===== src/rtl/power_seq_consts.svh =====
// constants for the battery power-mode and safety sequencer
`ifndef POWER_SEQ_CONSTS_SVH
`define POWER_SEQ_CONSTS_SVH

// ****************************************************************
// register byte offsets
// ****************************************************************
`define OFS_CTRL 12'h000
`define OFS_MODE 12'h004
`define OFS_IRQ_STAT 12'h008
`define OFS_IRQ_MASK 12'h00c
`define OFS_UV_THR 12'h010
`define OFS_UV_REC 12'h014
`define OFS_SNAP 12'h018
`define OFS_COULOMB 12'h01c
`define OFS_IDLE_TIME 12'h020
`define OFS_SHIP_KEY 12'h024
`define OFS_LOG_IDX 12'h028
`define OFS_LOG_DATA 12'h02c
`define OFS_FLASH_REC 12'h030

// ****************************************************************
// reset values (cell voltages in mV)
// ****************************************************************
`define RST_UV_THR 16'h09c4
`define RST_UV_REC 16'h0a8c
`define UV_THR_MIN 16'h08fc
`define UV_THR_MAX 16'h0a8c
`define RST_SNAP 16'h0004
`define RST_IDLE_TIME 16'h000a
`define SHIP_KEY_VAL 32'h5a5a_c3c3

// ****************************************************************
// ctrl fields
// ****************************************************************
`define CTRL_POL_LSB 0
`define CTRL_DISP_LSB 2
`define CTRL_SEG_LSB 4

// ****************************************************************
// irq status bits
// ****************************************************************
`define IRQ_FIRST 0
`define IRQ_FUSE 1
`define IRQ_UV 2
`define IRQ_SHIP 3
`define IRQ_STBY 4

// ****************************************************************
// timing
// ****************************************************************
`define CLK_HZ 20000000
`define TICK_NORMAL_MS 1000
`define TICK_STBY_MS 8000
`define SMB_KHZ 100
`define LOG_DEPTH 10
`endif


===== src/rtl/power_seq_pkg.sv =====
// types of the battery power-mode and safety sequencer
package power_seq_pkg;
  typedef enum logic [1:0] {MODE_NORMAL, MODE_STANDBY, MODE_SHIP, MODE_UV_SHUT} pmode_t;
  typedef enum logic [1:0] {DISP_LED, DISP_LCD, DISP_EPD, DISP_NONE} disp_t;
  typedef struct packed {
    logic chg;
    logic dsg;
    logic pre;
  } fet_t;
  typedef struct packed {
    logic cell_ov;
    logic cell_uv;
    logic pack_ov;
    logic pack_uv;
    logic ocur_chg;
    logic ocur_dsg;
    logic short_circ;
  } fault_t;
endpackage


===== src/rtl/power_seq.sv =====
// battery power-mode and protection sequencer with apb registers
// Functional notes
// - normal mode: measure, decide and update about once per second, safety on.
// - standby: same work at a much slower rate, safety still on.
// - enter standby after idle load time; leave on load activity.
// - ship: all switches open, safety off, slow voltage/temperature monitoring.
// - ship entered only by protected host command, never otherwise.
// - leave ship when smbus clock and data become active.
// - on ship entry store an environmental record to flash.
// - enter undervoltage shutdown below programmable 2.3 to 2.7 V threshold.
// - shutdown: charge/discharge open, safety off, precharge on with charger.
// - leave shutdown once cells exceed recovery threshold, 2.7 V typical.
// - first-level faults act by switching the protection switch drives.
// - second-level fault asserts fuse output, independent of first level; the code latches it only in normal and standby.
// - external switch inputs with programmable polarity operate switches.
// - drive 3 to 5 segment led gauge while button asserted; the code blanks it in undervoltage shutdown.
// - 18-bit coulomb counter ignores readings inside snap-to-zero band.
// - keep last 10 first-level faults, readable by host; the code logs fault_i on a tick only while a switch drive is still on.
// - smbus bit clock runs at nominal 100 khz.
// - display kind selected by stored configuration field.
`timescale 1ns/1ns
`include "power_seq_consts.svh"
module power_seq
  import power_seq_pkg::*;
(
  // clock and reset
  input wire logic ref_clk_i,
  input wire logic rst_n_i,
  // apb slave
  input wire logic psel,
  input wire logic penable,
  input wire logic pwrite,
  input wire logic [11:0] paddr,
  input wire logic [31:0] pwdata,
  output logic [31:0] prdata,
  output logic pready,
  output logic pslverr,
  // measurements
  input wire logic [15:0] min_cell_mv_i,
  input wire logic [17:0] cur_sample_i,
  input wire logic load_active_i,
  input wire logic charger_present_i,
  input wire fault_t fault_i,
  input wire logic second_fault_i,
  input wire logic [1:0] external_switch_control_inputs_i,
  input wire logic smb_clk_i,
  input wire logic smb_dat_i,
  input wire logic gauge_display_button_i,
  input wire logic [2:0] gauge_level_i,
  // outputs
  output fet_t fet_o,
  output logic secondary_fuse_output_o,
  output logic [4:0] gauge_seg_o,
  output disp_t disp_kind_o,
  output pmode_t mode_o,
  output logic safety_en_o,
  output logic meas_tick_o,
  output logic smb_tick_o,
  output logic flash_wr_o,
  output logic irq_o
);
  // ****************************************************************
  // registers and state
  // ****************************************************************
  pmode_t mode_reg;
  logic [5:0] ctrl_reg;
  logic [15:0] uv_thr_reg, uv_rec_reg, snap_reg, idle_time_reg, idle_cnt_reg;
  logic [4:0] irq_stat_reg, irq_mask_reg, irq_set;
  logic [17:0] coulomb_reg;
  logic [31:0] flash_rec_reg;
  logic [3:0] log_idx_reg, log_wp_reg;
  logic [6:0] log_mem [`LOG_DEPTH];
  logic ship_req, first_fault, tick_raw, smb_raw, smb_seen_reg;
  logic wr_en;
  logic [1:0] ext_active;

  assign wr_en = psel && penable && pwrite;
  assign first_fault = |fault_i;
  assign ship_req = wr_en && paddr == `OFS_SHIP_KEY && pwdata == `SHIP_KEY_VAL;

  function automatic logic [15:0] clamp_thr(input logic [15:0] v);
    if (v < `UV_THR_MIN) return `UV_THR_MIN;
    if (v > `UV_THR_MAX) return `UV_THR_MAX;
    return v;
  endfunction

  function automatic logic [4:0] bar_decode(input logic [2:0] lvl, input logic [1:0] segs);
    logic [4:0] m;
    m = 5'h1f >> (2'd2 - (segs > 2'd2 ? 2'd2 : segs));
    return 5'((5'h1f >> (3'd5 - (lvl > 3'd5 ? 3'd5 : lvl))) & m);
  endfunction

  power_seq_tick u_tick (
    .ref_clk_i(ref_clk_i),
    .rst_n_i(rst_n_i),
    .slow_i(mode_reg != MODE_NORMAL),
    .meas_tick_o(tick_raw),
    .smb_tick_o(smb_raw)
  );

  // ****************************************************************
  // power mode sequencing
  // ****************************************************************
  always_ff @(posedge ref_clk_i or negedge rst_n_i) begin
    if (!rst_n_i) begin
      mode_reg <= MODE_NORMAL;
      idle_cnt_reg <= 16'h0;
      smb_seen_reg <= 1'b0;
    end else begin
      smb_seen_reg <= smb_clk_i && smb_dat_i;
      unique case (mode_reg)
        MODE_NORMAL, MODE_STANDBY: begin
          if (min_cell_mv_i < uv_thr_reg) begin
            mode_reg <= MODE_UV_SHUT;
          end else if (ship_req) begin
            mode_reg <= MODE_SHIP;
          end else if (load_active_i) begin
            mode_reg <= MODE_NORMAL;
            idle_cnt_reg <= 16'h0;
          end else if (tick_raw && mode_reg == MODE_NORMAL) begin
            if (idle_cnt_reg + 16'h1 >= idle_time_reg) begin
              mode_reg <= MODE_STANDBY;
            end
            idle_cnt_reg <= idle_cnt_reg + 16'h1;
          end
        end
        MODE_SHIP: begin
          // line must idle low first, then return high
          if (smb_clk_i && smb_dat_i && !smb_seen_reg) begin
            mode_reg <= MODE_NORMAL;
            idle_cnt_reg <= 16'h0;
          end
        end
        MODE_UV_SHUT: begin
          if (min_cell_mv_i > uv_rec_reg) begin
            mode_reg <= MODE_NORMAL;
            idle_cnt_reg <= 16'h0;
          end
        end
      endcase
    end
  end

  // ****************************************************************
  // protection outputs
  // ****************************************************************
  always_ff @(posedge ref_clk_i or negedge rst_n_i) begin
    if (!rst_n_i) begin
      fet_o <= '0;
      safety_en_o <= 1'b0;
      mode_o <= MODE_NORMAL;
    end else begin
      mode_o <= mode_reg;
      unique case (mode_reg)
        MODE_SHIP: begin
          fet_o <= '0;
          safety_en_o <= 1'b0;
        end
        MODE_UV_SHUT: begin
          fet_o <= '{chg: 1'b0, dsg: 1'b0, pre: charger_present_i};
          safety_en_o <= 1'b0;
        end
        MODE_NORMAL, MODE_STANDBY: begin
          safety_en_o <= 1'b1;
          fet_o.chg <= !(fault_i.cell_ov || fault_i.pack_ov || fault_i.ocur_chg || fault_i.short_circ)
            && !ext_active[0];
          fet_o.dsg <= !(fault_i.cell_uv || fault_i.pack_uv || fault_i.ocur_dsg || fault_i.short_circ)
            && !ext_active[1];
          fet_o.pre <= !first_fault && !ext_active[0];
        end
      endcase
    end
  end

  assign ext_active = external_switch_control_inputs_i ^ ctrl_reg[`CTRL_POL_LSB +: 2];

  // fuse latches for good, independent of first-level path
  always_ff @(posedge ref_clk_i or negedge rst_n_i) begin
    if (!rst_n_i) begin
      secondary_fuse_output_o <= 1'b0;
    end else if (second_fault_i && mode_reg inside {MODE_NORMAL, MODE_STANDBY}) begin
      secondary_fuse_output_o <= 1'b1;
    end
  end

  // ****************************************************************
  // ticks, ship record, gauge
  // ****************************************************************
  always_ff @(posedge ref_clk_i or negedge rst_n_i) begin
    if (!rst_n_i) begin
      meas_tick_o <= 1'b0;
      smb_tick_o <= 1'b0;
      flash_wr_o <= 1'b0;
      flash_rec_reg <= 32'h0;
    end else begin
      meas_tick_o <= tick_raw && mode_reg != MODE_UV_SHUT;
      smb_tick_o <= smb_raw;
      flash_wr_o <= ship_req && mode_reg inside {MODE_NORMAL, MODE_STANDBY}
        && !(min_cell_mv_i < uv_thr_reg);
      if (ship_req && mode_reg inside {MODE_NORMAL, MODE_STANDBY}) begin
        flash_rec_reg <= {min_cell_mv_i, coulomb_reg[17:2]};
      end
    end
  end

  always_ff @(posedge ref_clk_i or negedge rst_n_i) begin
    if (!rst_n_i) begin
      gauge_seg_o <= 5'h0;
      disp_kind_o <= DISP_LED;
    end else begin
      disp_kind_o <= disp_t'(ctrl_reg[`CTRL_DISP_LSB +: 2]);
      gauge_seg_o <= gauge_display_button_i && mode_reg != MODE_UV_SHUT
        ? bar_decode(gauge_level_i, ctrl_reg[`CTRL_SEG_LSB +: 2]) : 5'h0;
    end
  end

  // ****************************************************************
  // coulomb counter and fault log
  // ****************************************************************
  always_ff @(posedge ref_clk_i or negedge rst_n_i) begin
    if (!rst_n_i) begin
      coulomb_reg <= 18'h0;
    end else if (tick_raw) begin
      if (!((cur_sample_i[17] ? 18'(-cur_sample_i) : cur_sample_i) <= {2'b0, snap_reg})) begin
        coulomb_reg <= coulomb_reg + cur_sample_i;
      end
    end
  end

  always_ff @(posedge ref_clk_i or negedge rst_n_i) begin
    if (!rst_n_i) begin
      log_wp_reg <= 4'h0;
    end else if (first_fault && fet_o != '0 && safety_en_o && mode_reg inside {MODE_NORMAL, MODE_STANDBY}
        && tick_raw) begin
      log_wp_reg <= log_wp_reg == 4'(`LOG_DEPTH - 1) ? 4'h0 : log_wp_reg + 4'h1;
    end
  end

  always_ff @(posedge ref_clk_i) begin
    if (first_fault && fet_o != '0 && safety_en_o && mode_reg inside {MODE_NORMAL, MODE_STANDBY} && tick_raw) begin
      log_mem[log_wp_reg] <= fault_i;
    end
  end

  // ****************************************************************
  // interrupts
  // ****************************************************************
  assign irq_set = {mode_reg == MODE_NORMAL && load_active_i == 1'b0 && tick_raw
                      && idle_cnt_reg + 16'h1 >= idle_time_reg,
                    ship_req, min_cell_mv_i < uv_thr_reg && mode_reg inside {MODE_NORMAL, MODE_STANDBY},
                    second_fault_i, first_fault};

  always_ff @(posedge ref_clk_i or negedge rst_n_i) begin
    if (!rst_n_i) begin
      irq_stat_reg <= 5'h0;
      irq_o <= 1'b0;
    end else begin
      // set wins over a simultaneous write-one clear
      irq_stat_reg <= (irq_stat_reg & ~(wr_en && paddr == `OFS_IRQ_STAT ? pwdata[4:0] : 5'h0)) | irq_set;
      irq_o <= |(irq_stat_reg & irq_mask_reg);
    end
  end

  // ****************************************************************
  // apb register file
  // ****************************************************************
  always_ff @(posedge ref_clk_i or negedge rst_n_i) begin
    if (!rst_n_i) begin
      ctrl_reg <= 6'h0;
      irq_mask_reg <= 5'h0;
      uv_thr_reg <= `RST_UV_THR;
      uv_rec_reg <= `RST_UV_REC;
      snap_reg <= `RST_SNAP;
      idle_time_reg <= `RST_IDLE_TIME;
      log_idx_reg <= 4'h0;
    end else if (wr_en) begin
      unique case (paddr)
        `OFS_CTRL: ctrl_reg <= pwdata[5:0];
        `OFS_IRQ_MASK: irq_mask_reg <= pwdata[4:0];
        `OFS_UV_THR: uv_thr_reg <= clamp_thr(pwdata[15:0]);
        `OFS_UV_REC: uv_rec_reg <= pwdata[15:0];
        `OFS_SNAP: snap_reg <= pwdata[15:0];
        `OFS_IDLE_TIME: idle_time_reg <= pwdata[15:0];
        `OFS_LOG_IDX: log_idx_reg <= pwdata[3:0] < 4'(`LOG_DEPTH) ? pwdata[3:0] : 4'h0;
        default: ;
      endcase
    end
  end

  always_ff @(posedge ref_clk_i or negedge rst_n_i) begin
    if (!rst_n_i) begin
      prdata <= 32'h0;
      pready <= 1'b0;
      pslverr <= 1'b0;
    end else begin
      pready <= psel && !penable;
      pslverr <= psel && !penable && (paddr[1:0] != 2'b00 || paddr > `OFS_FLASH_REC);
      prdata <= 32'h0;
      if (psel && !penable && !pwrite) begin
        unique case (paddr)
          `OFS_CTRL: prdata <= {26'h0, ctrl_reg};
          `OFS_MODE: prdata <= {28'h0, log_wp_reg == 4'h0 ? 1'b0 : 1'b1, 1'b0, mode_reg};
          `OFS_IRQ_STAT: prdata <= {27'h0, irq_stat_reg};
          `OFS_IRQ_MASK: prdata <= {27'h0, irq_mask_reg};
          `OFS_UV_THR: prdata <= {16'h0, uv_thr_reg};
          `OFS_UV_REC: prdata <= {16'h0, uv_rec_reg};
          `OFS_SNAP: prdata <= {16'h0, snap_reg};
          `OFS_COULOMB: prdata <= {{14{coulomb_reg[17]}}, coulomb_reg};
          `OFS_IDLE_TIME: prdata <= {16'h0, idle_time_reg};
          `OFS_LOG_IDX: prdata <= {24'h0, log_wp_reg, log_idx_reg};
          `OFS_LOG_DATA: prdata <= {25'h0, log_mem[log_idx_reg]};
          `OFS_FLASH_REC: prdata <= flash_rec_reg;
          default: prdata <= 32'h0;
        endcase
      end
    end
  end

  // ****************************************************************
  // checks
  // ****************************************************************
  chk_ship_opens: assert property (@(posedge ref_clk_i) disable iff (!rst_n_i)
    mode_reg == MODE_SHIP |=> fet_o == '0 && !safety_en_o) else $error("switches not open in ship");
  chk_ship_cmd: assert property (@(posedge ref_clk_i) disable iff (!rst_n_i)
    $rose(mode_reg == MODE_SHIP) |-> $past(ship_req)) else $error("ship entered without command");
  chk_uv_entry: assert property (@(posedge ref_clk_i) disable iff (!rst_n_i)
    mode_reg inside {MODE_NORMAL, MODE_STANDBY} && min_cell_mv_i < uv_thr_reg |=> mode_reg == MODE_UV_SHUT)
    else $error("undervoltage shutdown missed");
  chk_uv_precharge: assert property (@(posedge ref_clk_i) disable iff (!rst_n_i)
    mode_reg == MODE_UV_SHUT |=> !fet_o.chg && !fet_o.dsg && fet_o.pre == $past(charger_present_i))
    else $error("shutdown switch state wrong");
  chk_uv_exit: assert property (@(posedge ref_clk_i) disable iff (!rst_n_i)
    mode_reg == MODE_UV_SHUT && min_cell_mv_i > uv_rec_reg |=> mode_reg == MODE_NORMAL)
    else $error("shutdown recovery missed");
  chk_fuse_sticky: assert property (@(posedge ref_clk_i) disable iff (!rst_n_i)
    secondary_fuse_output_o |=> secondary_fuse_output_o) else $error("fuse output released");
  chk_short_opens: assert property (@(posedge ref_clk_i) disable iff (!rst_n_i)
    fault_i.short_circ && mode_reg == MODE_NORMAL |=> !fet_o.chg && !fet_o.dsg)
    else $error("short circuit left switches closed");
  chk_gauge_off: assert property (@(posedge ref_clk_i) disable iff (!rst_n_i)
    !gauge_display_button_i |=> gauge_seg_o == 5'h0) else $error("gauge lit without button");
  chk_load_wake: assert property (@(posedge ref_clk_i) disable iff (!rst_n_i)
    mode_reg == MODE_STANDBY && load_active_i && min_cell_mv_i >= uv_thr_reg && !ship_req
    |=> mode_reg == MODE_NORMAL) else $error("no wake on load");
endmodule // power_seq


===== src/rtl/power_seq_tick.sv =====
// rate divider for measurement ticks and smbus bit clock enable
`timescale 1ns/1ns
`include "power_seq_consts.svh"
module power_seq_tick
  import power_seq_pkg::*;
#(
  parameter int unsigned NORMAL_CYC = `CLK_HZ / 1000 * `TICK_NORMAL_MS,
  parameter int unsigned STBY_CYC = `CLK_HZ / 1000 * `TICK_STBY_MS
) (
  // clock and reset
  input wire logic ref_clk_i,
  input wire logic rst_n_i,
  // rate select
  input wire logic slow_i,
  // enables
  output logic meas_tick_o,
  output logic smb_tick_o
);
  localparam int unsigned SMB_CYC = `CLK_HZ / (`SMB_KHZ * 1000);
  logic [31:0] meas_cnt_reg;
  logic [15:0] smb_cnt_reg;

  always_ff @(posedge ref_clk_i or negedge rst_n_i) begin
    if (!rst_n_i) begin
      meas_cnt_reg <= 32'h0;
      meas_tick_o <= 1'b0;
    end else if (meas_cnt_reg >= (slow_i ? STBY_CYC - 1 : NORMAL_CYC - 1)) begin
      meas_cnt_reg <= 32'h0;
      meas_tick_o <= 1'b1;
    end else begin
      meas_cnt_reg <= meas_cnt_reg + 32'h1;
      meas_tick_o <= 1'b0;
    end
  end

  // 100 khz smbus bit clock enable
  always_ff @(posedge ref_clk_i or negedge rst_n_i) begin
    if (!rst_n_i) begin
      smb_cnt_reg <= 16'h0;
      smb_tick_o <= 1'b0;
    end else if (smb_cnt_reg == 16'(SMB_CYC - 1)) begin
      smb_cnt_reg <= 16'h0;
      smb_tick_o <= 1'b1;
    end else begin
      smb_cnt_reg <= smb_cnt_reg + 16'h1;
      smb_tick_o <= 1'b0;
    end
  end
endmodule // power_seq_tick

===== config.mk =====
export PLATFORM = sky130hd
export DESIGN_NAME = power_seq
export DESIGN_NICKNAME = d
export VERILOG_FILES = /design/src/rtl/power_seq_pkg.sv /design/src/rtl/power_seq.sv /design/src/rtl/power_seq_tick.sv
export VERILOG_INCLUDE_DIRS = /design/src /design/src/rtl
export SDC_FILE = /design/constraint.sdc
export NUM_CORES = 1
export LEC_CHECK = 0
export BUFFER_PORTS_ARGS = -buffer_cell sky130_fd_sc_hd__buf_2
export CELL_PAD_IN_SITES_DETAIL_PLACEMENT = 1
export CELL_PAD_IN_SITES_GLOBAL_PLACEMENT = 1
export CORE_MARGIN = 10
export CORE_UTILIZATION = 30
export CTS_CLUSTER_DIAMETER = 80
export DETAILED_ROUTE_END_ITERATION = 7
export GPL_TIMING_DRIVEN = 0
export HOLD_SLACK_MARGIN = 0.12
export PLACE_DENSITY_LB_ADDON = 0.1
export SYNTH_ARGS = -nofsm -noshare
export SYNTH_HDL_FRONTEND = slang
export SYNTH_SLANG_ARGS = --single-unit
export TNS_END_PERCENT = 50

===== constraint.sdc =====
create_clock -name ref_clk_i -period 4 [get_ports ref_clk_i]
set_input_delay 0.6 -clock ref_clk_i [delete_from_list [all_inputs] [get_ports ref_clk_i]]
set_output_delay 0.6 -clock ref_clk_i [all_outputs]
set_load 0.01 [all_outputs]

==> results of run 1 <==
==> what timing repair did <==
item	in CTS	in global routing
hold buffers	1	0
gates resized for setup	0	1
hold endpoints to repair	57	0
buffers inserted	0	0
endpoints found under the setup margin	0	7
==> kinds of logic after synthesis <==
family	after synthesis	synth area share, %
AOI/OAI and AO/OA	355	14.0
other	1	0.0226
xor gates and xnor gates	89	4.69
adders and majority gates	95	7.20
muxes	73	5.81
buffers and inverters	147	3.48
DFF	329	51.8
and+or+nand+nor	459	13.0
==> final cells by class <==
| cell class | count | area (µm²) |
|---|---|---|
| timing repair buffer | 151 | 816 |
| antenna | 1 | 2.50 |
| clock inverter | 24 | 224 |
| multi-input combinational | 1074 | 7440 |
| tap | 748 | 936 |
| clock buffer | 54 | 1160 |
| sequential | 329 | 8600 |
| inverter | 91 | 342 |
| buffer | 56 | 236 |
| fill | 6185 | 35200 |
==> layer usage <==
metal,track usage (%),routed length [µm]
met1,23.1,27000
met2,28.8,27000
met3,2.45,1920
met4,5.11,1400
met5,0,17
==> worst register-to-register path, cell delays in order, from the launching register on <==
cell and delay, ns:
dfrtp_1 0.42, and3_1 0.20, and3_1 0.20, and3_1 0.26, and3_1 0.27, and3_1 0.26, nand3_1 0.18, xnor2_1 0.20
ha_1 0.30, nand4_1 0.08, or3_1 0.37, a21oi_1 0.12, o311ai_0 0.22, a211oi_1 0.41
==> Yosys cell counts, drive strengths merged (6+ instances only) <==
| cell | number |
|---|---|
| nor3 | 36 |
| nand2b | 13 |
| and2 | 21 |
| and3 | 14 |
| inv | 91 |
| a221oi | 7 |
| clkbuf | 44 |
| dfrtp | 246 |
| nand3 | 39 |
| or4 | 7 |
| o31ai | 10 |
| nor2 | 104 |
| a211oi | 15 |
| nand2 | 159 |
| dfstp | 13 |
| o21a | 6 |
| ha | 94 |
| mux4 | 14 |
| nor2b | 10 |
| or3 | 7 |
| xor2 | 47 |
| mux2 | 48 |
| a21oi | 71 |
| xnor2 | 42 |
| nor4 | 12 |
| buf | 12 |
| a222oi | 12 |
| edfxtp | 70 |
| nand4 | 21 |
| o21ai | 105 |
| a22o | 14 |
| a22oi | 36 |
| a21o | 28 |
| mux2i | 11 |
| a31oi | 14 |
==> power groups by stage <==
stage / clock network (mW) / registers (mW) / logic (mW)
5_1_grt: 4.07 / 3.88 / 1.72
6_report: 3.82 / 3.86 / 1.52
3_5_place_dp: 0 / 3.93 / 1.53
2_1_floorplan: 0 / 3.78 / 0.962
3_3_place_gp: 0 / 3.94 / 1.48
4_1_cts: 3.94 / 3.87 / 1.54
==> per-stage QoR <==
| step | instance area (µm²) | cells | utilization (%) |
|---|---|---|---|
| global placement | 18300 | 2446 | 33.3 |
| detailed placement | 18400 | 2448 | 33.4 |
| global route | 19800 | 2527 | 35.9 |
| finish | 19800 | 2528 | 35.9 |
| floorplan | 16600 | 1550 | - |
| CTS | 19800 | 2527 | 35.9 |
==> worst max-delay path by stage <==
stage	start	end	slack, ns	depth (start not counted)
floorplan	cur_sample_i[3]	coulomb_reg[0]$_DFFE_PN0P_	0.79	14
global placement	rst_n_i	u_tick.smb_cnt_reg[0]$_DFF_PN0_	-2.88	1
detailed placement	cur_sample_i[1]	coulomb_reg[13]$_DFFE_PN0P_	-0.03	15
CTS	mode_reg[0]$_DFFE_PN0P_	u_tick.meas_cnt_reg[3]$_DFF_PN0_	0.18	10
global route	idle_cnt_reg[2]$_DFFE_PN0P_	mode_reg[0]$_DFFE_PN0P_	0.03	13
finish	idle_cnt_reg[2]$_DFFE_PN0P_	mode_reg[0]$_DFFE_PN0P_	0.38	13
==> placed cells by master, fill, tap and decap left out, types with 21 or more instances in the layout <==
| cell | netlist | routed |
|---|---|---|
| a21o_1 | 28 | 28 |
| a21oi_1 | 71 | 71 |
| a22oi_1 | 36 | 36 |
| and2_1 | 21 | 21 |
| buf_2 | 8 | 155 |
| clkbuf_1 | 43 | 50 |
| clkbuf_16 | 0 | 43 |
| dfrtp_1 | 246 | 246 |
| edfxtp_1 | 70 | 70 |
| ha_1 | 94 | 94 |
| inv_1 | 91 | 91 |
| mux2_2 | 48 | 48 |
| nand2_1 | 159 | 159 |
| nand3_1 | 39 | 39 |
| nand4_1 | 21 | 21 |
| nor2_1 | 104 | 103 |
| nor3_1 | 36 | 36 |
| o21ai_0 | 101 | 101 |
| xnor2_1 | 42 | 42 |
| xor2_1 | 47 | 47 |
==> results.md, run 1 <==
- Outcome: finished, final reports clean
- Req. time, crit path: 4.45 ns
- Buf+Inv Stages, Crit Path: 0
- CP max-delay cell: dfrtp_1
- Syn Area/Cell: 10.7 µm²
- I/O Pins: 153
- Synth Register Bits: 329
- Post-synth EDFFs: 70
- Crit-path cells: and3_1 > and3_1 > and3_1 > and3_1 > and3_1 > nand3_1 > xnor2_1 > ha_1 > nand4_1 > or3_1 > a21oi_1 > o311ai_0 > a211oi_1
- Ys flop type: dfrtp_1
- Crit path max-delay family: simple AND/OR/NAND/NOR gates
- CTS tree: built
- Gp weighted congestion: 0.851
- H-tree depth: 2
- Setup ws final: 0.383 ns
- Residual DRC: 0
- Biggest register: log_mem
- Final slew viol count: 0
- Endpoint type of the worst setup path: flip-flop
- Site Rows: 86
- Register area share after synthesis: 51.8%
- Worst r2r path cells: 13
- # clock sinks: 329
- First-pass GRT wire length: 88000 µm
- Core Region: 55000 µm²
- Vias in the first global route: 13900
- Tot Pwr: 9.19 mW
- Dpl ws: -0.0309 ns
- Worst R2R Setup Slack: 0.38 ns
- WL final: 57400 µm
- Pin count of the biggest net entering global routing: 105
- Yosys cell types: 68
- Hold depth: 3
- Final HPWL DP: 43700 µm
- Initial core utilization: 30.2%
- Hold Path Class: in -> reg
- Fmax: 276 MHz
- Gr usage total: 17.4%
- Via count: 12900
- Period Utilization, post-route: 90.4%
- RSZ-0062 raised after global routing: false
- Clk Latency, worst-skew pair: 0.58 ns
- Clk buf depth: 3
- Synth top area share: 37.1%
- Maximum vdd ir drop: 0.000261 V
- Max incr delay on CP: 0.42 ns
- Most area-hungry cell type in the Yosys netlist: dfrtp_1
- CP max FO: 5
- CTS Buf Count: 42
- Die Ht: 255 µm
- Initial antenna violation count: 1
- Die X: 255 µm
- Cells after Synth: 1548
- Sw Ratio: 30.3%
- Asr flop ratio synth: 78.7%
- R2R Path End: mode_reg[0]$_DFFE_PN0P_
- Buffers on Ports: 148
- Nets: 1941
- Max reg flops: 70
- Final hold viol count: 0
- Initial DRC Count: 659
- Relative slew margins: 27.8%
- Tightest Pin Transition: 1.07 ns
- DRT antenna net count: 0
- Clk pwr share: 41.5%
- Hold Path Sink: fet_o[0]$_DFF_PN0_
- Average routed wire per standard cell: 22.7 µm
- Most used cell, CP: and3_1
- Die area: 65200 µm²
- Pleak: 8.87 nW
- Hold wc startpoint: charger_present_i
- Max Clock Skew: 0.0236 ns
- Area delta synth->final: 18.9%
- Setup TNS: 0 ns
- Sequential share of power: 42.0%
- Initial DRT Pass Iterations: 6
- Switching power: 2.79 mW
- Area contributors post-synth: dfrtp_1, edfxtp_1, ha_1
- Critical path type: reg -> reg
- Root Buffer: clkbuf_16
- Via density: 5.09
- Share of cells above drive strength 1: 17.5%
- Power Dens Cells: 465 nW/µm²
- Mapped cell area: 16600 µm²
- Final setup vio count: 0
- RR Startpoint: idle_cnt_reg[2]$_DFFE_PN0P_
- Combinational power share: 16.5%
- GRT overflow: 0
- Critical Path AT: 4.07 ns
- Tmin final: 3.62 ns
- Hold WS: 0.286 ns
- Power Internal: 6.41 mW
- Type of origin of the critical path: flip-flop
- Synth warnings: 0
- Clock transition at path regs: 0.06 ns
- Number of max-cap violations: 0
No activity file was read; power rests on OpenSTA's default activity.
==> inputs of run 2 (changes only) <==
--- a/config.mk
+++ b/config.mk
@@ -11,11 +11,13 @@
 export CELL_PAD_IN_SITES_GLOBAL_PLACEMENT = 1
 export CORE_MARGIN = 10
 export CORE_UTILIZATION = 30
+export CTS_BUF_LIST = sky130_fd_sc_hd__clkbuf_4 sky130_fd_sc_hd__clkbuf_8
 export CTS_CLUSTER_DIAMETER = 80
 export DETAILED_ROUTE_END_ITERATION = 7
 export GPL_TIMING_DRIVEN = 0
 export HOLD_SLACK_MARGIN = 0.12
 export PLACE_DENSITY_LB_ADDON = 0.1
+export SKIP_CTS_REPAIR_TIMING = 1
 export SYNTH_ARGS = -nofsm -noshare
 export SYNTH_HDL_FRONTEND = slang
 export SYNTH_SLANG_ARGS = --single-unit
==> results.md, run 2 (same netlist as run 1, synthesis figures left out) <==
- Clk buf depth: 3
- RSZ-0062 raised after global routing: false
- Max Clock Skew: 0.0314 ns
- Site Rows: 86
- Initial core utilization: 30.2%
- Maximum vdd ir drop: 0.000231 V
- Initial DRC Count: 687
- Final hold viol count: 0
- Switching power: 2.76 mW
- WL final: 57500 µm
- Number of max-cap violations: 0
- CTS Buf Count: 61
- Initial DRT Pass Iterations: 6
- Residual DRC: 0
- Gr usage total: 17.4%
- # clock sinks: 329
- Non-Filler Instances: 2563
- Share of cells above drive strength 1: 19.6%
- Via count: 13000
- Clock transition at path regs: 0.06 ns
- DRT antenna net count: 0
- First-pass GRT wire length: 88300 µm
- Die X: 255 µm
- Final setup vio count: 0
- RR Startpoint: idle_cnt_reg[2]$_DFFE_PN0P_
- Hold depth: 2
- Fmax: 276 MHz
- R2R Path End: mode_reg[0]$_DFFE_PN0P_
- Area delta synth->final: 18.5%
- Worst r2r path cells: 13
- Gp weighted congestion: 0.851
- Pin count of the biggest net entering global routing: 105
- Endpoint type of the worst setup path: flip-flop
- Clk pwr share: 39.2%
- Final HPWL DP: 43700 µm
- Power Dens Cells: 450 nW/µm²
- Hold Path Sink: irq_stat_reg[1]$_DFF_PN0_
- Tightest Pin Transition: 1.07 ns
- Final slew viol count: 0
- Average routed wire per standard cell: 22.4 µm
- Most common cell after layout, fill and taps aside: dfrtp_1
- Biggest register: log_mem
- Sequential share of power: 43.6%
- Hold wc startpoint: second_fault_i
- Nets: 1960
- Vias in the first global route: 14100
- I/O Pins: 153
- GRT overflow: 0
- Root Buffer: clkbuf_8
- Clk Latency, worst-skew pair: 0.67 ns
- Relative slew margins: 27.9%
- Period Utilization, post-route: 90.5%
- CP max FO: 5
- Power Internal: 6.10 mW
- Sw Ratio: 31.2%
- ANT cells: 0
- Critical Path AT: 4.15 ns
- Critical path type: reg -> reg
- Tmin final: 3.62 ns
- Tot Pwr: 8.86 mW
- Die Ht: 255 µm
- Via density: 5.07
- Buffers on Ports: 148
- Die area: 65200 µm²
- Worst R2R Setup Slack: 0.38 ns
- Req. time, crit path: 4.53 ns
- Pleak: 8.90 nW
- Combinational power share: 17.1%
- Placed cell count: 2448
- Hold Path Class: in -> reg
- Max reg flops: 70
- Core Region: 55000 µm²
- H-tree depth: 2
- Most frequent cells in the layout: dfrtp_1, nand2_1, buf_2
- Type of origin of the critical path: flip-flop
- CTS tree: built
- Initial antenna violation count: 1
- Outcome: finished, final reports clean
run 2: changes by cell type in the layout (fill, tap and decap cells not counted), sizes merged:
cell	previous run	this run
bufinv	3	1
clkbuf	98	137
clkinvlp	3	1
diode	1	0
inv	92	93
run 2: power groups by stage:
stage | combinational [mW] | sequential [mW] | clock [mW]
final | 1.52 | 3.87 | 3.48
after global routing | 1.72 | 3.88 | 3.76
after CTS | 1.54 | 3.87 | 3.62
after detailed placement | 1.53 | 3.93 | 0
after global placement | 1.48 | 3.94 | 0
after floorplan | 0.962 | 3.78 | 0
run 2: critical path, cell delays in order, from the launching register on:
cell,delay (ns)
dfrtp_1,0.42
and3_1,0.20
and3_1,0.20
and3_1,0.26
and3_1,0.27
and3_1,0.26
nand3_1,0.18
xnor2_1,0.20
ha_1,0.30
nand4_1,0.08
or3_1,0.37
a21oi_1,0.12
o311ai_0,0.22
a211oi_1,0.40
run 2: area by class of cell:
type | instances | area (µm²)
multi-input combinational | 1074 | 7440
fill | 6199 | 35300
clock inverter | 21 | 150
sequential | 329 | 8600
inverter | 91 | 342
tap | 748 | 936
timing repair buffer | 151 | 816
buffer | 56 | 236
clock buffer | 93 | 1170
run 2: per-layer routing:
layer	part of all wire (%)	GRT usage, %	vias up
li1	-	-	6039
met1	47	22.9	6621
met2	47	28.9	250
met3	3.6	2.49	78
met4	2.5	5.52	2
met5	0.030	0	-
run 2: per-stage QoR:
step / cell area (µm²) / hold slack, ns / setup slack (ns) / util (%) / setup TNS, ns
final: 19700 / 0.185 / 0.381 / 35.8 / 0
after CTS: 19700 / -0.191 / 0.203 / 35.8 / 0
after floorplan: 16600 / 0.304 / 0.786 / - / 0
after global routing: 19700 / 0.159 / 0.0258 / 35.8 / 0
after detailed placement: 18400 / 0.344 / -0.0309 / 33.4 / -0.136
after global placement: 18300 / 0.342 / -2.88 / 33.3 / -713.32
run 2: how the worst max path moves through the flow:
stage / endpoint / depth (start not counted) / start / slack, ns
after global routing: mode_reg[0]$_DFFE_PN0P_ / 13 / idle_cnt_reg[2]$_DFFE_PN0P_ / 0.03
after CTS: u_tick.meas_cnt_reg[3]$_DFF_PN0_ / 10 / mode_reg[0]$_DFFE_PN0P_ / 0.20
final: mode_reg[0]$_DFFE_PN0P_ / 13 / idle_cnt_reg[2]$_DFFE_PN0P_ / 0.38
after global placement: u_tick.smb_cnt_reg[0]$_DFF_PN0_ / 1 / rst_n_i / -2.88
after detailed placement: coulomb_reg[13]$_DFFE_PN0P_ / 15 / cur_sample_i[1] / -0.03
after floorplan: coulomb_reg[0]$_DFFE_PN0P_ / 14 / cur_sample_i[3] / 0.79
==> inputs of run 3 (changes only) <==
--- a/config.mk
+++ b/config.mk
@@ -6,7 +6,6 @@
 export SDC_FILE = /design/constraint.sdc
 export NUM_CORES = 1
 export LEC_CHECK = 0
-export BUFFER_PORTS_ARGS = -buffer_cell sky130_fd_sc_hd__buf_2
 export CELL_PAD_IN_SITES_DETAIL_PLACEMENT = 1
 export CELL_PAD_IN_SITES_GLOBAL_PLACEMENT = 1
 export CORE_MARGIN = 10
@@ -14,6 +13,7 @@
 export CTS_BUF_LIST = sky130_fd_sc_hd__clkbuf_4 sky130_fd_sc_hd__clkbuf_8
 export CTS_CLUSTER_DIAMETER = 80
 export DETAILED_ROUTE_END_ITERATION = 7
+export DONT_BUFFER_PORTS = 1
 export GPL_TIMING_DRIVEN = 0
 export HOLD_SLACK_MARGIN = 0.12
 export PLACE_DENSITY_LB_ADDON = 0.1
==> results.md, run 3 (same netlist as run 1, synthesis figures left out) <==
- Clk Latency, worst-skew pair: 0.64 ns
- Area delta synth->final: 16.3%
- Share of cells above drive strength 1: 12.1%
- Worst r2r path cells: 13
- Non-Filler Instances: 2461
- Outcome: finished, violations left
- Register area: 8600 µm²
- Initial core utilization: 30.2%
- Period Utilization, post-route: 91.3%
- CTS Buf Count: 66
- Via density: 5.15
- Root Buffer: clkbuf_8
- Power Dens Cells: 459 nW/µm²
- Buffers on Ports: 0
- Crit path max-delay family: simple AND/OR/NAND/NOR gates
- Final slew viol count: 0
- Average routed wire per standard cell: 23.8 µm
- Initial antenna violation count: 8
- CTS tree: built
- Clock transition at path regs: 0.06 ns
- Hold WS: -0.346 ns
- WL final: 58500 µm
- DRT antenna net count: 0
- Max incr delay on CP: 0.44 ns
- Final hold viol count: 248
- I/O Pins: 153
- Number of max-cap violations: 0
- Tightest Pin Transition: 1.13 ns
- Core Region: 55000 µm²
- Final HPWL DP: 42500 µm
- GRT overflow: 0
- Critical path type: reg -> reg
- Max reg flops: 70
- Placed cell count: 2298
- RR Startpoint: idle_cnt_reg[3]$_DFFE_PN0P_
- Biggest register: log_mem
- Gr usage total: 17.2%
- RSZ-0062 raised after global routing: false
- Setup TNS: 0 ns
- Crit-path cells: and3_1 > and3_1 > and3_1 > and3_1 > and3_1 > nand3_1 > xnor2_1 > ha_1 > nand4_1 > or3_1 > a21oi_1 > o311ai_0 > a211oi_1
- Via count: 12700
- Buf+Inv Stages, Crit Path: 0
- Failing checks: hold timing
- CP max-delay cell: a211oi_1
- Most frequent cells in the layout: dfrtp_1, nand2_1, nor2_1
- Critical Path AT: 4.14 ns
- Die X: 255 µm
- Relative slew margins: 24.5%
- Worst R2R Setup Slack: 0.35 ns
- Fill count: 6082
- Gp weighted congestion: 0.810
- Maximum vdd ir drop: 0.000195 V
- Vias in the first global route: 13200
- Pleak: 8.39 nW
- CP max FO: 5
- Max Clock Skew: 0.0399 ns
- # clock sinks: 329
- Initial DRC Count: 719
- Req. time, crit path: 4.48 ns
- Site Rows: 86
- Clk buf depth: 3
- Area of the multi-input gates: 7440 µm²
- R2R Path End: mode_reg[0]$_DFFE_PN0P_
- Hold Path Class: in -> async
- Nets: 1852
- Most used cell, CP: and3_1
- Initial DRT Pass Iterations: 7
- Type of origin of the critical path: flip-flop
- Die area: 65200 µm²
- Final setup vio count: 0
- Die Ht: 255 µm
- Pin count of the biggest net entering global routing: 260
- Fmax: 274 MHz
- H-tree depth: 3
- Tmin final: 3.65 ns
- Residual DRC: 0
- Endpoint type of the worst setup path: flip-flop
- First-pass GRT wire length: 85900 µm
- Most common cell after layout, fill and taps aside: dfrtp_1
## run 3: cell types whose count changed in the layout (fill, tap and decap cells not counted), sizes merged
cell         previous run  this run
diode                   0         7
inv                    93        94
clkinvlp                1         2
clkinv                 17        11
bufinv                  1         0
buf                   162        12
clkbuf                137       146
dlygate4sd3             1        38
## run 3: worst max-delay path by stage
stage	from	endpoint	slack, ns	depth (start not counted)
2_1_floorplan	cur_sample_i[3]	coulomb_reg[0]$_DFFE_PN0P_	0.79	14
3_3_place_gp	mode_reg[0]$_DFFE_PN0P_	u_tick.meas_cnt_reg[28]$_DFF_PN0_	0.12	10
3_5_place_dp	cur_sample_i[1]	coulomb_reg[4]$_DFFE_PN0P_	0.07	14
4_1_cts	mode_reg[0]$_DFFE_PN0P_	u_tick.meas_cnt_reg[23]$_DFF_PN0_	0.04	10
5_1_grt	idle_cnt_reg[2]$_DFFE_PN0P_	mode_reg[0]$_DFFE_PN0P_	0.007	13
6_report	idle_cnt_reg[3]$_DFFE_PN0P_	mode_reg[0]$_DFFE_PN0P_	0.35	13
## run 3: area by class of cell
class | instances | share of cell area, %
diodes | 7 | 0.0907
clock inverters | 16 | 0.453
multi-input cells | 1074 | 38.5
flip-flops and latches | 329 | 44.5
clock buffers | 102 | 6.62
plain buffers | 56 | 1.22
repair buffers | 38 | 1.97
well taps | 748 | 4.84
inverters | 91 | 1.77
## run 3: worst reg2reg max path: stages (launching register included)
cell	delay, ns
dfrtp_1	0.40
and3_1	0.20
and3_1	0.20
and3_1	0.27
and3_1	0.26
and3_1	0.24
nand3_1	0.18
xnor2_1	0.20
ha_1	0.30
nand4_1	0.10
or3_1	0.38
a21oi_1	0.12
o311ai_0	0.22
a211oi_1	0.45
## run 3: per-layer routing
metal | routed length (µm) | vias up | GRT usage [%]
met5 | 27 | - | 0
met4 | 2220 | 4 | 7.27
met3 | 3240 | 105 | 4.43
met2 | 26400 | 303 | 26.9
met1 | 26600 | 6436 | 22.3
li1 | - | 5836 | -
## run 3: power breakdown
group | switching [mW] | internal, mW
sequential | 0.302 | 3.60
combinational | 0.838 | 0.532
clock | 1.56 | 2.04
## run 3: through the flow
step / area, µm² / setup slack (ns) / power [mW] / utilization [%] / hold slack, ns
2_1_floorplan: 16600 / 0.786 / 4.74 / - / 0.304
3_3_place_gp: 17600 / 0.115 / 5.24 / 31.9 / 0.314
3_5_place_dp: 17600 / 0.0665 / 5.27 / 31.9 / 0.317
4_1_cts: 18900 / 0.0397 / 8.95 / 34.4 / -0.406
5_1_grt: 19300 / 0.00683 / 9.35 / 35.1 / -0.405
6_report: 19300 / 0.349 / 8.86 / 35.1 / -0.346
